--- src/fpcsr_pkg.sv ---
// Constants for the floating-point control and status register bank.
// Assumes a 12-bit CSR address space with 32-bit data.
package fpcsr_pkg;

  // ==========================================================================
  // Addresses
  localparam logic [11:0] FPCSR_ADDR_FLAGS  = 12'h001;
  localparam logic [11:0] FPCSR_ADDR_ROUND  = 12'h002;
  localparam logic [11:0] FPCSR_ADDR_CTRL   = 12'h003;

  // ==========================================================================
  // Field layout and reset values
  localparam int          FPCSR_FLAGS_W     = 5;
  localparam int          FPCSR_ROUND_W     = 3;
  localparam int          FPCSR_CTRL_RM_LSB = 5;
  localparam int          FPCSR_CTRL_RM_MSB = 7;
  localparam int          FPCSR_FLAG_INVALID  = 4;
  localparam int          FPCSR_FLAG_DIVZERO  = 3;
  localparam int          FPCSR_FLAG_OVERFLOW = 2;
  localparam int          FPCSR_FLAG_UNDERFL  = 1;
  localparam int          FPCSR_FLAG_INEXACT  = 0;
  localparam logic [4:0]  FPCSR_FLAGS_RST   = 5'h00;
  localparam logic [2:0]  FPCSR_ROUND_RST   = 3'h0;

  // ==========================================================================
  // Access operations
  typedef enum logic [1:0] {
    FPCSR_OP_READ  = 2'h0,
    FPCSR_OP_WRITE = 2'h1,
    FPCSR_OP_SET   = 2'h3,
    FPCSR_OP_CLEAR = 2'h2
  } fpcsr_op_t;

  // ==========================================================================
  // Rounding codes
  typedef enum logic [2:0] {
    FPCSR_RM_NEAREST_EVEN   = 3'h0,
    FPCSR_RM_TOWARD_ZERO    = 3'h1,
    FPCSR_RM_DOWNWARD       = 3'h2,
    FPCSR_RM_UPWARD         = 3'h3,
    FPCSR_RM_NEAREST_MAXMAG = 3'h4,
    FPCSR_RM_RESV5          = 3'h5,
    FPCSR_RM_RESV6          = 3'h6,
    FPCSR_RM_DYNAMIC        = 3'h7
  } fpcsr_rm_t;

endpackage : fpcsr_pkg

--- src/fpcsr_bank.sv ---
// Floating-point control/status register bank: rounding mode and sticky flags.
// Assumes CSR decode and the floating-point unit share clk; all inputs are
// same-domain logic, so none is synchronised.
`timescale 1ns/1ps

module fpcsr_bank (
  input  wire logic                 clk,
  input  wire logic                 rst,
  input  wire logic                 ce,
  // CSR access port
  input  wire logic                 csr_valid,
  input  wire logic [11:0]          csr_addr,
  input  wire fpcsr_pkg::fpcsr_op_t csr_op,
  input  wire logic [31:0]          csr_wdata,
  output logic [31:0]               csr_rdata,
  output logic                      csr_hit,
  // Floating-point unit side
  input  wire logic                 fpu_flags_valid,
  input  wire logic [4:0]           fpu_flags,
  input  wire logic [2:0]           instr_round_field,
  output logic [2:0]                fpu_round_mode,
  output logic                      fpu_round_illegal,
  output logic [2:0]                dyn_round_mode,
  output logic                      invalid_op_flag,
  output logic                      div_by_zero_flag,
  output logic                      overflow_flag,
  output logic                      underflow_flag,
  output logic                      inexact_flag
);
  import fpcsr_pkg::*;

  // ==========================================================================
  // Storage; each field appears in the control view and in its own view
  logic [FPCSR_FLAGS_W-1:0] flags;
  logic [FPCSR_ROUND_W-1:0] round_sel;

  logic                     hit_flags;
  logic                     hit_round;
  logic                     hit_ctrl;
  logic [31:0]              cur_view;
  logic [31:0]              new_view;
  logic                     do_write;
  logic [FPCSR_FLAGS_W-1:0] next_flags;
  logic [FPCSR_ROUND_W-1:0] next_round_sel;

  assign hit_flags = csr_valid && (csr_addr == FPCSR_ADDR_FLAGS);
  assign hit_round = csr_valid && (csr_addr == FPCSR_ADDR_ROUND);
  assign hit_ctrl  = csr_valid && (csr_addr == FPCSR_ADDR_CTRL);
  assign csr_hit   = hit_flags || hit_round || hit_ctrl;

  // ==========================================================================
  // Current value as seen through the addressed view
  always_comb begin
    cur_view = 32'h0000_0000;
    if (hit_flags) begin
      cur_view[FPCSR_FLAGS_W-1:0] = flags;
    end else if (hit_round) begin
      cur_view[FPCSR_ROUND_W-1:0] = round_sel;
    end else if (hit_ctrl) begin
      cur_view[FPCSR_CTRL_RM_MSB:FPCSR_CTRL_RM_LSB] = round_sel;
      cur_view[FPCSR_FLAGS_W-1:0] = flags;
    end
  end

  // ==========================================================================
  // Value written back; a read leaves every field alone
  always_comb begin
    new_view = cur_view;
    do_write = 1'b0;
    case (csr_op)
      FPCSR_OP_READ: begin
        new_view = cur_view;
        do_write = 1'b0;
      end
      FPCSR_OP_WRITE: begin
        new_view = csr_wdata;
        do_write = 1'b1;
      end
      FPCSR_OP_SET: begin
        new_view = cur_view | csr_wdata;
        do_write = (csr_wdata != 32'h0000_0000);
      end
      FPCSR_OP_CLEAR: begin
        new_view = cur_view & ~csr_wdata;
        do_write = (csr_wdata != 32'h0000_0000);
      end
      default: begin
        new_view = cur_view;
        do_write = 1'b0;
      end
    endcase
  end

  // ==========================================================================
  // Next storage values; reserved bits of the source are dropped
  always_comb begin
    next_flags     = flags;
    next_round_sel = round_sel;
    if (do_write && hit_flags) begin
      next_flags = new_view[FPCSR_FLAGS_W-1:0];
    end
    if (do_write && hit_round) begin
      next_round_sel = new_view[FPCSR_ROUND_W-1:0];
    end
    if (do_write && hit_ctrl) begin
      next_flags     = new_view[FPCSR_FLAGS_W-1:0];
      next_round_sel = new_view[FPCSR_CTRL_RM_MSB:FPCSR_CTRL_RM_LSB];
    end
    // FPU event wins over a simultaneous software clear
    if (fpu_flags_valid) begin
      next_flags = next_flags | fpu_flags;
    end
  end

  // ==========================================================================
  // Flag storage
  always_ff @(posedge clk or posedge rst) begin
    if (rst) begin
      flags <= FPCSR_FLAGS_RST;
    end else if (ce) begin
      flags <= next_flags;
    end
  end

  // ==========================================================================
  // Rounding storage; any 3-bit value is kept, even reserved codes
  always_ff @(posedge clk or posedge rst) begin
    if (rst) begin
      round_sel <= FPCSR_ROUND_RST;
    end else if (ce) begin
      round_sel <= next_round_sel;
    end
  end

  // ==========================================================================
  // Read data registered: old value returned before the write lands
  always_ff @(posedge clk or posedge rst) begin
    if (rst) begin
      csr_rdata <= 32'h0000_0000;
    end else if (ce) begin
      csr_rdata <= cur_view;
    end
  end

  // ==========================================================================
  // Rounding mode resolution for the floating-point unit
  function automatic logic round_code_legal(input logic [2:0] code);
    case (code)
      FPCSR_RM_NEAREST_EVEN,
      FPCSR_RM_TOWARD_ZERO,
      FPCSR_RM_DOWNWARD,
      FPCSR_RM_UPWARD,
      FPCSR_RM_NEAREST_MAXMAG: round_code_legal = 1'b1;
      default:                 round_code_legal = 1'b0;
    endcase
  endfunction : round_code_legal

  always_comb begin
    if (instr_round_field == FPCSR_RM_DYNAMIC) begin
      fpu_round_mode    = round_sel;
      fpu_round_illegal = !round_code_legal(round_sel);
    end else begin
      fpu_round_mode    = instr_round_field;
      fpu_round_illegal = !round_code_legal(instr_round_field);
    end
  end

  // No trap or interrupt output exists: flags are status only
  assign dyn_round_mode   = round_sel;
  assign invalid_op_flag  = flags[FPCSR_FLAG_INVALID];
  assign div_by_zero_flag = flags[FPCSR_FLAG_DIVZERO];
  assign overflow_flag    = flags[FPCSR_FLAG_OVERFLOW];
  assign underflow_flag   = flags[FPCSR_FLAG_UNDERFL];
  assign inexact_flag     = flags[FPCSR_FLAG_INEXACT];

endmodule : fpcsr_bank

--- config.mk ---
export PLATFORM = sky130hd
export DESIGN_NAME = fpcsr_bank
export DESIGN_NICKNAME = d
export VERILOG_FILES = /design/src/fpcsr_pkg.sv /design/src/fpcsr_bank.sv
export SDC_FILE = /design/constraint.sdc
export NUM_CORES = 1
export LEC_CHECK = 0
export ABC_AREA = 1
export BUFFER_PORTS_ARGS = -buffer_cell sky130_fd_sc_hd__clkbuf_2
export CORE_ASPECT_RATIO = 0.75
export CORE_UTILIZATION = 41
export CTS_CLUSTER_SIZE = 16
export DETAILED_ROUTE_END_ITERATION = 7
export PLACE_DENSITY = 0.9
export SYNTH_ARGS = -nofsm -noshare
export SYNTH_HDL_FRONTEND = slang
export SYNTH_SLANG_ARGS = --single-unit
--- constraint.sdc ---
create_clock -name clk -period 1.2 [get_ports clk]
set_input_delay 0.18 -clock clk [delete_from_list [all_inputs] [get_ports clk]]
set_output_delay 0.18 -clock clk [all_outputs]
set_load 0.02 [all_outputs]
# Word-level counts from Yosys, hierarchy flattened
# Index checks and enable logic that the tools add are counted.
word_totals:
  register_bits: 16
  latchBits: 0
  ram_bits: 0
  rom_bits: 0
  input_bits: 59
  memories: 0
op_classes:
  n_addsub: 0
  multipliers: 0
  n_div: 0
  order_cmp: 0
  n_eq_ne: 15
  shift: 0
  n_mux: 18
  bitwise: 4
  n_reduce_logical: 19
ops:
  columns: ["operator", "count"]
  rows:
  - ["$pmux 8 s4", 1]
  - ["$reduce_bool 32->1", 1]
  - ["$mux 5", 5]
  - ["$eq 12x2->1 const B", 2]
  - ["$mux 3", 5]
  - ["$eq 12x1->1 const B", 1]
  - ["$eq 3x2->1 const B", 4]
  - ["$reduce_or 5->1", 2]
  - ["$eq 3x3->1 const B", 3]
  - ["$and 8x8->8", 1]
  - ["$mux 8", 1]
  - ["$not 8->8", 1]
  - ["$or 8x8->8", 1]
  - ["$eq 3x1->1 const B", 2]
  - ["$logic_and 1x1->1", 6]
  - ["$logic_not 3->1", 2]
  - ["$mux 1", 5]
  - ["$or 5x5->5", 1]
  - ["$eq 2x2->1 const B", 2]
  - ["$pmux 1 s3", 1]
  - ["$eq 2x1->1 const B", 1]
  - ["$logic_not 1->1", 2]
  - ["$logic_not 2->1", 1]
  - ["$logic_or 1x1->1", 2]
  - ["3 further kinds", 3]

# Depth between registers and ports, before layout
depth:
  ltp_word: 11
  ltp_mapped: 11

# Worst setup path before layout
# Ideal clock, no wire load.
synth_timing:
  kind: "in2reg"
  from: "input port csr_addr[11]"
  to: "register round_sel[0] (netlist: dyn_round_mode[0])"
  setup_ns: 0.113
  arrival_ns: 1.189
  required_time_ns: 1.087
  path_slack_ns: -0.102
  cell_stages: 9
  path_buffers: 0
  path_cell_list: "nor2_1 nand2_2 nor2_8 nand3_2 and2_4 nor3_4 nand3_1 nand2_1 inv_1"
synth_via:
  elab_chain_len: 9
  word_cells_on_any_way: 20
synth_lines:
  columns: ["element", "line_no", "rtl"]
  rows:
  - ["from (decl)", "fpcsr_bank.sv:12", "input wire logic [11:0] csr_addr,"]
  - ["$eq 12x2->1", "fpcsr_bank.sv:48", "assign hit_ctrl = csr_valid && (csr_addr == FPCSR_ADDR_CTRL);"]
  - ["$logic_and 1x1->1", "fpcsr_bank.sv:48", null]
  - ["$mux 8", "fpcsr_bank.sv:59", "end else if (hit_ctrl) begin"]
  - ["$mux 3", "fpcsr_bank.sv:57", "end else if (hit_round) begin"]
  - ["$mux 5", "fpcsr_bank.sv:55", "if (hit_flags) begin"]
  - ["$and 8x8->8 or $or 8x8->8 (tied branches)", "fpcsr_bank.sv:84, fpcsr_bank.sv:80", null]
  - ["$pmux 8 s4", "fpcsr_bank.sv:70", "case (csr_op)"]
  - ["$mux 3", "fpcsr_bank.sv:102", "if (do_write && hit_round) begin"]
  - ["$mux 3", "fpcsr_bank.sv:105", "if (do_write && hit_ctrl) begin"]
  - ["to (signal assigned)", "fpcsr_bank.sv:131", "round_sel <= next_round_sel;"]
  - ["to (decl)", "fpcsr_bank.sv:35", "logic [FPCSR_ROUND_W-1:0] round_sel;"]
# Several ways; a longest one is shown, not always the timed one. The select of a mux whose other input is x is not followed.
# A chain may end at the register's enable or synchronous reset.

# Worst setup path after layout
layout_timing:
  from: "register round_sel[0] (netlist: dyn_round_mode[0])"
  to: "output port fpu_round_illegal"
layout_via:
  elab_chain_len: 6
  word_cells_on_any_way: 10
layout_lines:
  columns: ["element", "line_no", "rtl"]
  rows:
  - ["$eq 3x1->1 (tied with other cells)", "fpcsr_bank.sv:148", "case (code)"]
  - ["$reduce_or 5->1 (*)", "fpcsr_bank.sv:148", null]
  - ["$mux 1 (*)", "fpcsr_bank.sv:148", null]
  - ["$mux 1 (*)", "fpcsr_bank.sv:159", "if (instr_round_field == FPCSR_RM_DYNAMIC) begin"]
  - ["$logic_not 1->1 (*)", "fpcsr_bank.sv:161", "fpu_round_illegal = !round_code_legal(round_sel);"]
  - ["$mux 1 (*)", "fpcsr_bank.sv:159", null]
  - ["to (decl)", "fpcsr_bank.sv:22", "output logic fpu_round_illegal,"]
# Mark *: on every way between the ends. The rest lies on a longest branch, timed or not. The select of a mux whose other input is x is not followed.

==> impl_metrics.csv <==
group,metric,value,unit
sta,max_slew.worst_pin.slew,595,ps
clock_tree,max-clock-path-buffers,2,
synth,synth_top_family_by_area,"simple AND/OR/NAND/NOR gates",
synth,synth_compound_area_share,5.99,%
final_layout,n_antenna_cell,0,
setup_path,reg2reg_slack,-10,ps
outcome,violations,"setup timing",
setup_path,r2r-end,"dyn_round_mode[0]",
final_layout,fin_util,68.9,%
floorplanning,fp.dieW,70.4,um
synth,synthSimpleGateAreaFrac,47.2,%
setup_path,worstPathMaxFanout,4,
route,vias,1811,
placed_design,gp_congestion,0.928,
clock_tree,cts_buffers,3,
setup_path,worst_setup_path_start_kind,"flop",
route,drt-vias-per-instance,4.69,
sta,setup_viol,3,
sta,finalCritPeriodShare,106,%
setup_path,required,1020,ps
final_layout,areaGrowthSynthToFinish,58.5,%
grt,antenna_found_initial,0,
route,drt-initial-drc-count,71,
final_layout,drive_gt1_share,43.6,%
synth,synth_area,0.00144,sq mm
route,dr.pass1.iters,4,
sta,skew,0.796,ps
setup_path,cp-endpoint,"fpu_round_illegal",
synth,yosys_warnings,0,
clock_tree,cts_tree,"yes",
sta,rsz0062_at_grt,"true",
clock_tree,clk_latency,250,ps
synth,ys_seq_area_share,27.8,%
route,post-route-drc-count,0,
min_path,min_path_type,"in2reg",
pwr,p_leak,1.30,nW
run,cap_violations,0,
grt,grt_usage,22.3,%
setup_path,cp-startpoint,"dyn_round_mode[0]",
clock_tree,numClockSinks,16,
floorplanning,pin_count,104,
floorplanning,die_h,53.3,um
setup_path,timing.rr.start,"dyn_round_mode[0]",
setup_path,end_kind,"output pin",
sta,setup_slack,-76.1,ps
grt,grt_pass1_vias,1555,
placed_design,place_hpwl,3.37,mm
clock_tree,htreeDepth,1,
sta,slew_viol_final,0,
grt,grt_max_degree,17,
final_layout,fill_cells,293,
synth,syn_avg_cell_area,6.18,sq um
setup_path,cp.arrival,1100,ps
synth,synth.mux.area_fraction,0,%
sta,post-route-min-period,1280,ps
grt,grt-ovfl-total,0,
sta,hold_violations,0,
floorplanning,die_area,0.00376,sq mm
synth,synth_cells,233,
route,wire_per_inst,11.0,um
sta,holdWs,147,ps
sta,slew_headroom,60.3,%
pwr,power.density,626,mW/mm^2
final_layout,final_common_cell,"nand2_1",
pwr,ir_worst_vdd,474,uV
clock_tree,clk_pin_slew,60,ps
floorplanning,rows,18,
route,drt-total-wl,4.24,mm
setup_path,crit_type,"reg2out",
route,antenna_left,0,
grt,grt_pass1_wl,6.44,mm
final_layout,mostFrequentLayoutCells,"78 x nand2_1, 72 x clkbuf_2, 31 x buf_4",
synth,synth_xor_xnor_area_share,0,%
placed_design,dp.cells,376,
min_path,hold_start,"fpu_flags[4]",
sta,max_clock_freq,784,MHz
synth,synth.distinct_cells,22,
setup_path,rr_worst_depth,9,
outcome,run_status,"finished, violations left",
pwr,power.total,1.43,mW
final_layout,fin_nets,406,
synth,synth_adder_area_share,0,%
placed_design,port_buffers,79,
floorplanning,fp.coreArea,0.00331,sq mm
final_layout,fin_cells,386,
clock_tree,cts_root_buf,"clkbuf_8",
synth,ys_ff_latch,16,
floorplanning,initial_core_util,43.5,%
## logic make-up after synthesis
kind of cell | count (synthesis)
simple gates | 153
other cells | 1
flops | 16
buf+inv | 48
compound gates | 15
## state kept, by name, summed over array words and instances (netlist names)
signal	flops
csr_rdata	8
flags	5
dyn_round_mode	3
## area by class of cell
cell class	count	area, sq um	area share [%]
clock buffers	4	55.1	2.41
multi-input cells	192	972	42.6
flip-flops and latches	16	402	17.6
inverters	21	78.8	3.45
well taps	40	50.0	2.19
repair buffers	113	724	31.7
## cell usage after synthesis (all sizes together)
cell	number	area share [%]
dfrtp	16	28
nor2	37	11
conb	1	0.26
nand2	84	22
o21ai	9	3.1
a22oi	1	0.52
nand3	21	8.0
buf	24	13
a31oi	2	0.87
clkbuf	3	0.78
inv	21	5.5
nand4	9	3.9
o21bai	1	0.52
o22ai	1	0.43
nor3	1	1.1
and2	1	0.61
o31ai	1	0.52
## metrics by stage
| step | setup TNS [ps] | worst slack, ps | area (sq um) |
|---|---|---|---|
| after global routing | -706 | -111 | 2280 |
| after CTS | -75.8 | -37.2 | 2170 |
| after floorplan | -124 | -57.4 | 1560 |
| final | -142 | -76.1 | 2280 |
| after detailed placement | -2120 | -259 | 2050 |
| after global placement | -1440 | -188 | 2050 |
## worst min-delay path by stage
stage	to	slack [ps]	cells past startpoint
after global routing	flags[4]	160	3
final	flags[4]	150	3
after CTS	flags[4]	150	3
after global placement	csr_rdata[6]	250	2
after floorplan	csr_rdata[0]	90	1
after detailed placement	csr_rdata[7]	260	2
## routing by layer
metal | wire (um) | track usage (%)
met1 | 1700 | 26.5
met5 | 0 | 0
met3 | 366 | 5.33
met2 | 2160 | 41.3
met4 | 17 | 4.67
## report_power, final
part           switching, mW  internal, mW
sequential           0.00124         0.540
combinational          0.240         0.167
clock                  0.189         0.291
total                  0.430         0.998
## repair_timing
action | CTS | global route
endpoints found under the setup margin | 5 | 12
gates resized for setup | 9 | 35
buffers inserted | 4 | 2
hold endpoints to repair | 16 | 0
pin swaps | 4 | 28
hold buffers | 1 | 0
cloned | 0 | 0
## worst max-delay path, cell delays in order, from the launching register on
cell and delay, ps:
dfrtp_1 440, nor2_1 80, o22ai_1 160, buf_4 170
Note: power is estimated with default switching activity, not from simulation.
